**config.mk**
```make
export PLATFORM = sky130hd
export DESIGN_NAME = ppf_port_cfg
export DESIGN_NICKNAME = d
export VERILOG_FILES = /design/src/ppf_pkg.sv /design/src/ppf_pin_drive.sv /design/src/ppf_port_cfg.sv
export VERILOG_INCLUDE_DIRS = /design/src
export SDC_FILE = /design/constraint.sdc
export NUM_CORES = 1
export LEC_CHECK = 0
export BUFFER_PORTS_ARGS = -buffer_cell sky130_fd_sc_hd__buf_4
export CAP_MARGIN = 20
export CORE_ASPECT_RATIO = 1.25
export CORE_UTILIZATION = 46
export CTS_CLUSTER_DIAMETER = 40
export DETAILED_ROUTE_END_ITERATION = 10
export PLACE_DENSITY = 0.7
export SLEW_MARGIN = 10
export SYNTH_ARGS = -nofsm -noshare
export SYNTH_HDL_FRONTEND = slang
export SYNTH_SLANG_ARGS = --single-unit
```
**constraint.sdc**
```tcl
create_clock -name I_REF_CLK -period 1.5 [get_ports I_REF_CLK]
set_input_delay 0.075 -clock I_REF_CLK [delete_from_list [all_inputs] [get_ports I_REF_CLK]]
set_output_delay 0.075 -clock I_REF_CLK [all_outputs]
set_load 0.01 [all_outputs]
```
**src/ppf_defs.svh**
```systemverilog
// Constants for the port 2 pull-up and port 3 function-select block.
// Assumes an 8-bit register address plus one bank-select bit from the CPU.
`ifndef PPF_DEFS_SVH
`define PPF_DEFS_SVH

`define PPF_ADDR_P2_PULLUP 8'hee
`define PPF_BANK_P2_PULLUP 1'b0
`define PPF_ADDR_P3_DATA 8'he3
`define PPF_BANK_P3_DATA 1'b0
`define PPF_ADDR_P3_CTRL 8'hef
`define PPF_BANK_P3_CTRL 1'b0
`define PPF_ADDR_P3_PIN45 8'he1
`define PPF_BANK_P3_PIN45 1'b1

`define PPF_RST_P2_PULLUP 8'h00
`define PPF_RST_P3_CTRL 8'h00
`define PPF_RST_P3_DATA 8'h00
`define PPF_RST_P3_PIN45 8'h50

`define PPF_CTRL_PKG_HI 7
`define PPF_CTRL_PKG_LO 6
`define PPF_CTRL_P1_FUNC 5
`define PPF_CTRL_P1_MODE_HI 4
`define PPF_CTRL_P1_MODE_LO 3
`define PPF_CTRL_P0_FUNC 2
`define PPF_CTRL_P0_MODE_HI 1
`define PPF_CTRL_P0_MODE_LO 0
`define PPF_PKG_SMALL 2'h0

`define PPF_DATA_CARRIER 7
`define PPF_DATA_UNUSED 6
`define PPF_DATA_MASK 8'hbf
`define PPF_PIN45_MASK 8'hf1

`define PPF_MODE_IN 2'h0
`define PPF_MODE_OD 2'h1
`define PPF_MODE_PP 2'h2
`define PPF_MODE_IN_PU 2'h3

`endif

```
**src/ppf_pkg.sv**
```systemverilog
// Types shared by the port configuration block.
// Assumes nothing beyond the constants header.
package ppf_pkg;
	typedef logic [1:0] ppf_mode_t;
	typedef logic [7:0] ppf_byte_t;
endpackage

```
**src/ppf_pin_drive.sv**
```systemverilog
// Pin driver decode: turns a two-bit mode and a data bit into pad controls.
// Assumes the pad resolves open drain from the output enable.
`include "ppf_defs.svh"
module ppf_pin_drive
	import ppf_pkg::*;
(
	input wire ppf_mode_t i_mode,
	input wire logic i_data,
	input wire logic i_alt_en,
	input wire logic i_alt_data,
	output logic o_out,
	output logic o_oe,
	output logic o_pullup,
	output logic o_is_output
);
	wire logic bit_val;
	wire logic is_od;
	wire logic is_pp;

	assign bit_val = i_alt_en ? i_alt_data : i_data;
	assign is_od = (i_mode == `PPF_MODE_OD);
	assign is_pp = (i_mode == `PPF_MODE_PP);
	// Open drain pulls low only; a high level is left to the wire.
	assign o_out = is_pp ? bit_val : 1'b0;
	assign o_oe = is_pp | (is_od & ~bit_val);
	assign o_pullup = (i_mode == `PPF_MODE_IN_PU);
	assign o_is_output = is_od | is_pp;
endmodule

```
**src/ppf_port_cfg.sv**
```systemverilog
// Port 2 pull-up enables and port 3 control, data and pin 4/5 registers.
// Assumes single-cycle register strobes on I_REF_CLK from the CPU core.
//
// Overview of operation
// Each port 2 pull-up bit enables its own pin pull-up, bits 0 to 7.
// Port 2 pull-up register is read/write at EEh, set 1 bank 0.
// Port 3 pins 2 and 3 are always inputs with pull-up connected.
// Control bits 7:6 pick small or large pin arrangement of functions.
// Bit 5 and bit 2 enable alternate functions on pins 1 and 0.
// Bits 1:0 and 4:3 set pin modes: input, drain, push, pulled input.
// Port 3 data sits at E3h; bit 7 switches the carrier on.
// Data bit 6 has no function and reads zero.
// Data bits 1:0 read pins 1 and 0, alternate functions included.
// Pins 4 and 5 are set up by the pin 4/5 register at E1h bank 1.
// Pin 4/5 register resets to 50h, pin 4 starts open drain.
// Configuration registers other than pin 4/5 reset to zero; writes act from their edge.
`include "ppf_defs.svh"
module ppf_port_cfg
	import ppf_pkg::*;
(
	input wire logic I_REF_CLK,
	input wire logic I_RST,
	input wire logic [7:0] I_REG_ADDR,
	input wire logic I_REG_BANK,
	input wire logic I_REG_WR,
	input wire logic I_REG_RD,
	input wire logic [7:0] I_REG_WDATA,
	output logic [7:0] O_REG_RDATA,
	output logic O_REG_HIT,
	output logic [7:0] O_P2_PULLUP,
	input wire logic [5:0] I_P3_PIN,
	output logic [5:0] O_P3_OUT,
	output logic [5:0] O_P3_OE,
	output logic [5:0] O_P3_PULLUP,
	output logic O_CARRIER_ON,
	input wire logic I_TIMER0_PWM_OUT,
	input wire logic I_REMOTE_CARRIER_OUT,
	output logic O_TIMER0_CAPTURE_IN,
	output logic O_TIMER1_CAPTURE_IN,
	output logic O_TIMER2_CAPTURE_IN,
	output logic O_TIMER0_EXT_CLOCK_IN,
	output logic O_PIN45_P4_SELECT
);
	ppf_byte_t p2_pullup;
	ppf_byte_t p3_ctrl;
	ppf_byte_t p3_latch;
	ppf_byte_t p3_pin45;
	logic [5:0] pin_meta;
	logic [5:0] pin_sync;

	wire logic sel_p2;
	wire logic sel_p3d;
	wire logic sel_p3c;
	wire logic sel_p45;
	wire logic wr_p2;
	wire logic wr_p3d;
	wire logic wr_p3c;
	wire logic wr_p45;
	wire logic any_sel;
	wire ppf_byte_t next_p2_pullup;
	wire ppf_byte_t next_p3_ctrl;
	wire ppf_byte_t next_p3_latch;
	wire ppf_byte_t next_p3_pin45;
	wire ppf_byte_t next_rdata;
	wire logic next_hit;
	wire logic small_pkg;
	wire logic p0_alt;
	wire logic p1_alt;
	wire ppf_mode_t mode [0:5];
	wire logic [5:0] alt_en;
	wire logic [5:0] alt_data;
	wire logic [5:0] is_out;
	wire logic [5:0] drv_pu;
	wire ppf_byte_t p3_read;
	wire ppf_byte_t rd_mux;

	assign sel_p2 = (I_REG_ADDR == `PPF_ADDR_P2_PULLUP)
		& (I_REG_BANK == `PPF_BANK_P2_PULLUP);
	assign sel_p3d = (I_REG_ADDR == `PPF_ADDR_P3_DATA)
		& (I_REG_BANK == `PPF_BANK_P3_DATA);
	assign sel_p3c = (I_REG_ADDR == `PPF_ADDR_P3_CTRL)
		& (I_REG_BANK == `PPF_BANK_P3_CTRL);
	assign sel_p45 = (I_REG_ADDR == `PPF_ADDR_P3_PIN45)
		& (I_REG_BANK == `PPF_BANK_P3_PIN45);

	// Each write strobe is qualified by its own address decode.
	assign wr_p2 = I_REG_WR & sel_p2;
	assign wr_p3d = I_REG_WR & sel_p3d;
	assign wr_p3c = I_REG_WR & sel_p3c;
	assign wr_p45 = I_REG_WR & sel_p45;
	// A read of an unmapped address returns zero with the hit flag low.
	assign any_sel = sel_p2 | sel_p3d | sel_p3c | sel_p45;
	assign next_p2_pullup = wr_p2 ? I_REG_WDATA : p2_pullup;
	assign next_p3_ctrl = wr_p3c ? I_REG_WDATA : p3_ctrl;
	// Bit 6 has no storage behind it, so it never holds a one.
	assign next_p3_latch = wr_p3d ? (I_REG_WDATA & `PPF_DATA_MASK)
		: p3_latch;
	// Reserved bits of the pin 4/5 register never take a one.
	assign next_p3_pin45 = wr_p45 ? (I_REG_WDATA & `PPF_PIN45_MASK)
		: p3_pin45;

	// Registers update on the write edge and steer the pins right after.
	always_ff @(posedge I_REF_CLK or posedge I_RST)
	begin
		if (I_RST)
			p2_pullup <= `PPF_RST_P2_PULLUP;
		else
			p2_pullup <= next_p2_pullup;
	end

	always_ff @(posedge I_REF_CLK or posedge I_RST)
	begin
		if (I_RST)
			p3_ctrl <= `PPF_RST_P3_CTRL;
		else
			p3_ctrl <= next_p3_ctrl;
	end

	always_ff @(posedge I_REF_CLK or posedge I_RST)
	begin
		if (I_RST)
			p3_latch <= `PPF_RST_P3_DATA;
		else
			p3_latch <= next_p3_latch;
	end

	always_ff @(posedge I_REF_CLK or posedge I_RST)
	begin
		if (I_RST)
			p3_pin45 <= `PPF_RST_P3_PIN45;
		else
			p3_pin45 <= next_p3_pin45;
	end

	// Pins come from outside the clock domain, so two stages first.
	always_ff @(posedge I_REF_CLK or posedge I_RST)
	begin
		if (I_RST)
		begin
			pin_meta <= 6'h00;
			pin_sync <= 6'h00;
		end
		else
		begin
			pin_meta <= I_P3_PIN;
			pin_sync <= pin_meta;
		end
	end

	assign O_P2_PULLUP = p2_pullup;
	assign O_CARRIER_ON = p3_latch[`PPF_DATA_CARRIER];
	assign O_PIN45_P4_SELECT = p3_pin45[0];

	assign small_pkg = (p3_ctrl[`PPF_CTRL_PKG_HI:`PPF_CTRL_PKG_LO]
		== `PPF_PKG_SMALL);
	assign p0_alt = p3_ctrl[`PPF_CTRL_P0_FUNC];
	assign p1_alt = p3_ctrl[`PPF_CTRL_P1_FUNC];

	assign mode[0] = p3_ctrl[`PPF_CTRL_P0_MODE_HI:`PPF_CTRL_P0_MODE_LO];
	assign mode[1] = p3_ctrl[`PPF_CTRL_P1_MODE_HI:`PPF_CTRL_P1_MODE_LO];
	assign mode[2] = `PPF_MODE_IN_PU;
	assign mode[3] = `PPF_MODE_IN_PU;
	assign mode[4] = p3_pin45[5:4];
	assign mode[5] = p3_pin45[7:6];

	// Output modes carry the timer and remote outputs when selected.
	assign alt_en = {4'h0, p1_alt, p0_alt};
	assign alt_data = {4'h0, I_REMOTE_CARRIER_OUT, I_TIMER0_PWM_OUT};

	genvar gi;
	generate
		for (gi = 0; gi < 6; gi = gi + 1)
		begin : g_pin
			ppf_pin_drive u_drv (
				.i_mode(mode[gi]),
				.i_data(p3_latch[gi]),
				.i_alt_en(alt_en[gi]),
				.i_alt_data(alt_data[gi]),
				.o_out(O_P3_OUT[gi]),
				.o_oe(O_P3_OE[gi]),
				.o_pullup(drv_pu[gi]),
				.o_is_output(is_out[gi])
			);
		end
	endgenerate

	assign O_P3_PULLUP = drv_pu;

	// Inputs reach the timers only when their function is selected.
	assign O_TIMER0_CAPTURE_IN = p0_alt & ~is_out[0] & pin_sync[0];
	assign O_TIMER1_CAPTURE_IN = p0_alt
		& (small_pkg ? (~is_out[0] & pin_sync[0]) : pin_sync[3]);
	assign O_TIMER2_CAPTURE_IN = p0_alt & ~small_pkg & pin_sync[3];
	assign O_TIMER0_EXT_CLOCK_IN = p1_alt
		& (small_pkg ? (~is_out[1] & pin_sync[1]) : pin_sync[2]);

	// Bit 6 reads zero; pin bits show the pad level in every mode.
	assign p3_read = {p3_latch[`PPF_DATA_CARRIER], 1'b0,
		pin_sync};

	assign rd_mux = sel_p2 ? p2_pullup :
		sel_p3d ? p3_read :
		sel_p3c ? p3_ctrl :
		sel_p45 ? p3_pin45 : 8'h00;

	// Read data change only on a read strobe and hold until the next one.
	assign next_rdata = I_REG_RD ? rd_mux : O_REG_RDATA;
	assign next_hit = I_REG_RD ? any_sel : O_REG_HIT;

	always_ff @(posedge I_REF_CLK or posedge I_RST)
	begin
		if (I_RST)
		begin
			O_REG_RDATA <= 8'h00;
			O_REG_HIT <= 1'b0;
		end
		else
		begin
			O_REG_RDATA <= next_rdata;
			O_REG_HIT <= next_hit;
		end
	end
endmodule

```
=== After elaboration in Yosys (flattened, before gate mapping) ===
Cells that the tools add are included.

* Bits of input ports: 29
* RAM bits: 0
* Bits in read-only memories: 0
* Output and inout port bits: 41
* Flip-flop bits (word level): 49
* Memories kept: 0
* Bits in latches: 0
* Word-level logic and storage cells: 74

* Multiply operators: 0
* Reductions and logical operators: 1
* Multiplexer cells: 12
* Equal/unequal tests: 16
* Add/sub/neg operators: 0
* Shift operators: 0
* Div/mod/pow operators: 0
* Bitwise operators: 37
* $lt $le $gt $ge: 0

{| class="wikitable"
|+ Operators with widths
! operator !! number
|-
| 8-bit == test (second input constant) || 4
|-
| 8-bit 2-to-1 mux || 4
|-
| 1-bit AND || 20
|-
| 2-bit == test (second input constant) || 8
|-
| 1-bit bitwise OR || 9
|-
| 2-bit by 1-bit == test with 1-bit output (second input constant) || 4
|-
| 1-bit 2-to-1 mux || 8
|-
| 1-bit inverter || 8
|-
| 2-bit zero test || 1
|}

=== Logic depth before layout (Yosys ltp) ===
Gate-level depths: netlist (run 1).

* Depth in word-level cells: 6
* Gate-level depth with buffers: 5
* Mapped depth without buffers: 4

=== Cells and area by module ===
Synthesis (run 1) repeated with hierarchy kept, for this count alone.

* Cells, all modules: 219
* Area, all modules: 2607.5 um^2

{| class="wikitable"
|+ Modules (own cells, without submodules)
! module !! times used !! cells each !! seq. area each (um^2) !! area each (um^2)
|-
| ppf_port_cfg || 1 || 165 || 1228.7 || 2172.1
|-
| ppf_pin_drive || 6 || 9 || 0.0 || 72.6
|}

=== Worst setup path after synthesis (run 1) ===
No wires, ideal clock.

* Kind: input port to flip-flop
* Start: input I_REG_ADDR[4]
* End: register p2_pullup[0], in the netlist O_P2_PULLUP[0]
* Data required time: 1.375 ns
* Cell stages on the path: 5
* Setup slack: -0.016 ns
* Buffers on the path: 1
* Arrival: 1.391 ns
* Setup time: 0.125 ns
* Path through: nand4b_4 > or4_1 > buf_2 > nor2_8 > mux2_2

* Longest elaborated chain between the ends: 3

{| class="wikitable"
|+ Ends and longest elaborated chain
! item !! line !! source
|-
| start: declaration || ppf_port_cfg.sv:23 || <nowiki>input wire logic [7:0] I_REG_ADDR,</nowiki>
|-
| 8-bit == test (no line) || n/a ||
|-
| 1-bit AND || ppf_port_cfg.sv:77 || <nowiki>assign sel_p2 = (I_REG_ADDR == `PPF_ADDR_P2_PULLUP)</nowiki>
|-
| 1-bit AND || ppf_port_cfg.sv:87 || <nowiki>assign wr_p2 = I_REG_WR & sel_p2;</nowiki>
|-
| end signal: assignment || ppf_port_cfg.sv:106 || <nowiki>p2_pullup <= `PPF_RST_P2_PULLUP;</nowiki>
|-
| end signal: assignment || ppf_port_cfg.sv:108 || <nowiki>p2_pullup <= next_p2_pullup;</nowiki>
|-
| end: declaration || ppf_port_cfg.sv:44 || <nowiki>ppf_byte_t p2_pullup;</nowiki>
|}

Every way passes these cells.
A chain may end at the register's enable or synchronous reset.

=== Final worst setup path (run 1) ===
* Start: register p3_ctrl[0]
* End: output O_TIMER1_CAPTURE_IN

* Longest elaborated chain between the ends: 6
* Elaborated cells between the ends (all ways): 7
* Those cells by class: eq/ne (2); mux (1); bitwise (4)

{| class="wikitable"
|+ Ends and longest elaborated chain
! item !! line !! source
|-
| start: declaration || ppf_port_cfg.sv:45 || <nowiki>ppf_byte_t p3_ctrl;</nowiki>
|-
| start signal: assignment || ppf_port_cfg.sv:114 || <nowiki>p3_ctrl <= `PPF_RST_P3_CTRL;</nowiki>
|-
| start signal: assignment || ppf_port_cfg.sv:116 || <nowiki>p3_ctrl <= next_p3_ctrl;</nowiki>
|-
| 2-bit by 1-bit == test with 1-bit output (no line) / 2-bit == test (equally long branches) || n/a ||
|-
| 1-bit bitwise OR * || ppf_pin_drive.sv:27 || <nowiki>assign o_is_output = is_od | is_pp;</nowiki>
|-
| 1-bit inverter * || ppf_port_cfg.sv:192 || <nowiki>& (small_pkg ? (~is_out[0] & pin_sync[0]) : pin_sync[3]);</nowiki>
|-
| 1-bit AND * || ppf_port_cfg.sv:192 ||
|-
| 1-bit 2-to-1 mux * || ppf_port_cfg.sv:192 ||
|-
| 1-bit AND * || ppf_port_cfg.sv:192 ||
|-
| end: declaration || ppf_port_cfg.sv:39 || <nowiki>output logic O_TIMER1_CAPTURE_IN,</nowiki>
|}

Every way passes the cells marked *; elsewhere a longest branch is shown, timed or not.

==> results.yml, run 1 <==
layout:
  utilization: 0.649
  antenna_cells: 0
  drive_above_1_share: 0.464
  final_area_mm2: 0.00311
  finalNetCount: 312
  stdcell_count: 338
  syn_to_final_growth_pct: 32.9
  final_cell_mix: "buf_4, dfrtp_1, mux2_2"
  final_common_cell: "buf_4"
grt:
  grt_max_degree: 48
  grt_pass1_vias: 1692
  grt_usage: 0.196
  antenna_found_initial: 0
  grtUsageMet3: 0.0431
  overflow: 0
  use_met1: 0.223
  grtUsageMet2: 0.357
  top_usage_layer: "met2"
  grt_first_pass_wirelength_um: 7710
die:
  start_util: 0.488
  ios: 70
  core_mm2: 0.00480
  rows: 28
  die_h_um: 81.8
  die-area_mm2: 0.00539
  fp.dieW_um: 65.8
clock_tree:
  cts_tree: "done"
  numCtsBuffers: 5
  clk_latency_ns: 0.30
  clock-sinks: 47
  path_clk_slew_ns: 0.08
  htree_levels: 2
  clockBufferDepth: 2
  ctsRootBufferMaster: "clkbuf_8"
power_and_ir_drop:
  p_total_mw: 2.44
  power.density_mw_per_mm2: 782
  irDropWorstVdd_mv: 0.823
  p_leak_nw: 1.60
setup_path:
  critPathMaxFanout: 2
  timing.rr.start: "p3_ctrl[1]"
  max_stage_delay_ns: 0.40
  crit_end: "O_TIMER1_CAPTURE_IN"
  cp_slowest_cell: "dfrtp_1"
  worst-setup-path-type: "reg2out"
  r2r_setup_slack_ns: 0.26
  startpoint: "p3_ctrl[0]"
  start_kind: "flip-flop"
  cp_data_arrival_time_ns: 1.40
  worstPathRequired_ns: 1.42
  rr_endpoint: "O_REG_RDATA[1]"
  worst_setup_path_end_kind: "output pin"
  crit_chain: "inv_2, ha_4, and3_4, a21o_1, buf_6"
  rr_worst_depth: 4
timing:
  whs_ns: 0.0201
  fin_crit_ns: 1.48
  hold_viol: 0
  report.final.setup_viol: 0
  finalMaxSlewViolations: 0
  finalCritPeriodShare: 0.984
  max_freq_mhz: 677
  clock_skew_ns: 0.00756
  grt_setup_unrepaired: "yes"
routing:
  via_count: 1709
  drtIter0Drc: 55
  wl_um: 4890
  via_per_inst: 5.06
  drc: 0
  drtAntennaViolNets: 0
  dr.pass1.iters: 4
  wl_per_cell_um: 14.5
synthesis:
  yosysTopAreaCell: "dfrtp_1"
  ys_ff_latch: 47
  syn_inst: 200
  netlist_area_mm2: 0.00234
  yosys_warnings: 0
  synth_top_cell_area_share: 0.481
  synth.yosys.seq_area_share: 0.503
  syn_area_per_cell_um2: 11.7
  synthDistinctLibCells: 36
  synth_area_leaders: "dfrtp_1, mux2_2, buf_4, ha_1, mux2_4"
placed_design:
  port_buffers: 63
  dp_cells: 317
  dpl_cell_area_mm2: 0.00288
  place.gp.congestion: 0.783
  dpl.hpwl_um: 3640
worst_hold_path:
  min_path_type: "in2reg"
  min_path_cells: 2
status:
  status: "finished, final reports clean"
run:
  max-cap-violations: 0
==> sequential cells by signal, indices dropped and copies added, names as in the netlist <==
register	flops
pin_meta	6
p3_pin45	5
O_REG_HIT	1
O_REG_RDATA	8
p3_ctrl	8
p3_latch	5
pin_sync	6
O_P2_PULLUP	8
==> layer usage <==
metal  part of all wire  up-vias  routed length (µm)
li1                   -      824                   -
met1               0.42      828                2030
met2               0.53       51                2580
met3              0.045        6                 219
met4              0.013        0                  63
met5                  0        -                   0
==> where the power goes <==
part | leakage [nW] | internal, mW | switching, mW
Combinational | 0.938 | 0.162 | 0.142
Clock | 0.0484 | 0.378 | 0.411
Sequential | 0.612 | 1.31 | 0.0303
Total | 1.60 | 1.85 | 0.583
==> per-stage QoR <==
stage,TNS (ns),setup slack (ns)
3_5_place_dp,-1.00,-0.133
2_1_floorplan,-0.0517,-0.00647
6_report,0,0.0234
3_3_place_gp,-0.908,-0.106
5_1_grt,-0.0377,-0.0377
4_1_cts,0,0.0125
==> final cells by class <==
type                    instances  area (µm²)
flip-flops and latches         47        1180
inverters                      13        48.8
well taps                      60        75.1
repair buffers                 89         714
fillers                       399        1690
clock buffers                   7        86.3
clock inverters                 1        8.76
multi-input cells             121        1000
==> critical path, delay by kind of cell, from the launching register on <==
family          cells  cell delay [ns]
compound gates      1             0.16
buf+inv             2             0.21
flops               1             0.40
simple gates        1             0.15
fa+ha+maj           1             0.19
==> logic make-up (layout without fill, tap and decap cells) <==
family          Yosys count  count (layout)  synth area share
flops                    47              47             0.503
mux                      31              31             0.155
xor+xnor                  1               1           0.00374
other cells               2               6           0.00320
fa+ha+maj                 6               6            0.0320
buf+inv                  36             110            0.0876
simple gates             43              43             0.122
compound gates           34              34            0.0934
==> cells in the mapped netlist, drive strengths merged <==
cell	n
dfrtp	45
mux2	28
buf	20
inv	13
nor2	10
nand2	9
o22ai	8
a21oi	6
ha	6
nand2b	6
and3	5
o21ai	5
a22o	4
a31oi	4
a21o	3
a22oi	3
and2	3
clkbuf	3
mux2i	3
conb	2
dfstp	2
nor2b	2
a32oi	1
and3b	1
and4	1
nand3	1
nand4	1
nand4b	1
nor4	1
or3b	1
or4	1
xnor2	1
==> what timing repair did <==
item,4_1_cts,5_1_grt
setup buffers,5,1
hold buffers,7,0
endpoints found under the setup margin,2,3
pin swaps,0,1
resized for setup,4,2
hold endpoints to repair,51,0
==> how the worst min path moves through the flow <==
stage | start | to | slack, ns
global placement | I_RST | pin_meta[0] | 0.14
floorplan | I_P3_PIN[0] | pin_meta[0] | 0.11
detailed placement | I_RST | pin_sync[0] | 0.15
CTS | I_REG_WDATA[3] | O_P2_PULLUP[3] | 0.01
finish | I_REG_WDATA[3] | O_P2_PULLUP[3] | 0.02
global route | I_REG_WDATA[2] | O_P2_PULLUP[2] | 0.01
Power figures use the tool's default switching activity.
==> inputs of run 2 (changes only) <==
CORE_ASPECT_RATIO = unset   (was 1.25)
PLACE_DENSITY = 0.83   (was 0.7)
==> results.yml, run 2 (synthesis results as in run 1) <==
setup_path:
  r2r_setup_slack_ns: 0.27
  worst_setup_path_end_kind: "output pin"
  startpoint: "p3_ctrl[0]"
  timing.rr.start: "p3_ctrl[1]"
  start_kind: "flip-flop"
  crit_end: "O_TIMER1_CAPTURE_IN"
  rr_endpoint: "O_REG_RDATA[1]"
  rr_worst_depth: 4
  worstPathRequired_ns: 1.42
  worst-setup-path-type: "reg2out"
  critPathMaxFanout: 2
  cp_data_arrival_time_ns: 1.42
die:
  ios: 70
  core_mm2: 0.00482
  die_h_um: 73.4
  rows: 25
  fp.dieW_um: 73.4
  start_util: 0.486
  die-area_mm2: 0.00538
power_and_ir_drop:
  power.density_mw_per_mm2: 773
  p_sw_frac: 0.251
  combPwrFrac: 0.129
  irDropWorstVdd_mv: 0.660
  switching_power_mw: 0.605
  p_int_mw: 1.80
  p_seq_frac: 0.559
  p_clk_frac: 0.312
  p_leak_nw: 1.60
status:
  status: "finished, final reports clean"
placed_design:
  place.gp.congestion: 0.811
  place_ws_ns: -0.101
  dpl.hpwl_um: 3890
  dp_cells: 325
  port_buffers: 63
routing:
  drtAntennaViolNets: 0
  wl_um: 5370
  wl_per_cell_um: 15.5
  via_count: 1753
  via_per_inst: 5.07
  dr.pass1.iters: 4
  drc: 0
  drtIter0Drc: 70
timing:
  fin_crit_ns: 1.50
  grt_setup_unrepaired: "yes"
  hold_viol: 0
  clock_skew_ns: 0.0113
  finalMaxSlewViolations: 0
  finalCritPeriodShare: 1.00
  report.final.setup_viol: 0
  max_freq_mhz: 667
  worst_slack_ns: 0.000708
grt:
  grt_pass1_vias: 1788
  grt_first_pass_wirelength_um: 8490
  grt_usage: 0.216
  grt_max_degree: 26
  antenna_found_initial: 0
  overflow: 0
clock_tree:
  ctsRootBufferMaster: "clkbuf_8"
  clk_latency_ns: 0.31
  cts_tree: "done"
  htree_levels: 2
  path_clk_slew_ns: 0.09
  clockBufferDepth: 2
  numCtsBuffers: 5
  clock-sinks: 47
layout:
  finalNetCount: 313
  final_common_cell: "buf_4"
  drive_above_1_share: 0.470
  antenna_cells: 0
  stdcell_count: 346
  nFillCells: 396
  syn_to_final_growth_pct: 32.9
  final_cell_mix: "buf_4, dfrtp_1, mux2_2"
worst_hold_path:
  min_path_type: "in2reg"
run:
  max-cap-violations: 0
[run 2: cell types whose count changed in the layout (fill, tap and decap cells not counted)]
cell / delta
clkinv_1: -1
nand3_2: +1
dlygate4sd3_1: +1
clkinvlp_4: +1
clkbuf_8: -1
clkinv_2: +1
clkinv_4: -1
inv_2: +1
buf_4: +1
nand3_1: -1
buf_12: -1
[run 2: worst min path at each step]
stage | start | end | slack, ns | depth (start not counted)
after global routing | I_REG_WDATA[2] | O_P2_PULLUP[2] | 0.003 | 2
after floorplan | I_P3_PIN[0] | pin_meta[0] | 0.11 | 0
after CTS | I_REG_WDATA[2] | O_P2_PULLUP[2] | 0.003 | 2
final | I_REG_WDATA[2] | p3_ctrl[2] | 0.007 | 2
after detailed placement | I_RST | p3_pin45[7] | 0.13 | 2
after global placement | I_RST | p3_pin45[7] | 0.13 | 2
[run 2: repair_timing]
action | 4_1_cts | 5_1_grt
gates resized for setup | 3 | 4
pin swaps | 0 | 2
hold endpoints to repair | 28 | 0
buffers inserted | 4 | 1
hold buffers | 8 | 0
endpoints found under the setup margin | 2 | 2
[run 2: routing by layer]
metal	GRT usage	wire (µm)
met1	0.273	2300
met2	0.352	2650
met3	0.0576	330
met4	0.0897	89
met5	0	0
[run 2: area by class of cell]
cell class	count	area [µm²]	area share
clock buffers	6	72.6	0.0233
inverters	13	48.8	0.0157
clock inverters	2	12.5	0.00402
repair buffers	90	712	0.229
multi-input cells	121	1010	0.323
flip-flops and latches	47	1180	0.378
well taps	67	83.8	0.0269
[run 2: power groups by stage]
stage	Combinational, mW	Sequential (mW)	Clock, mW
2_1_floorplan	0.142	1.37	0
3_3_place_gp	0.275	1.37	0
3_5_place_dp	0.283	1.37	0
4_1_cts	0.309	1.34	0.758
5_1_grt	0.340	1.35	0.813
6_report	0.311	1.34	0.751
[run 2: worst max-delay path, stage by stage (launching register included)]
cell and delay (ns):
dfrtp_1 0.40, inv_2 0.09, ha_4 0.20, and3_4 0.15, a21o_1 0.16, buf_6 0.12
[run 2: metrics by stage]
step | total power [mW] | hold slack (ns) | setup TNS [ns] | cell area [µm²] | utilization
final | 2.41 | 0.00701 | 0 | 3120 | 0.647
after global placement | 1.64 | 0.126 | -0.539 | 2880 | 0.598
after global routing | 2.50 | 0.00260 | -0.0470 | 3120 | 0.647
after detailed placement | 1.65 | 0.135 | -0.727 | 2880 | 0.598
after CTS | 2.41 | 0.00320 | 0 | 3090 | 0.642
after floorplan | 1.51 | 0.106 | -0.0517 | 2370 | -
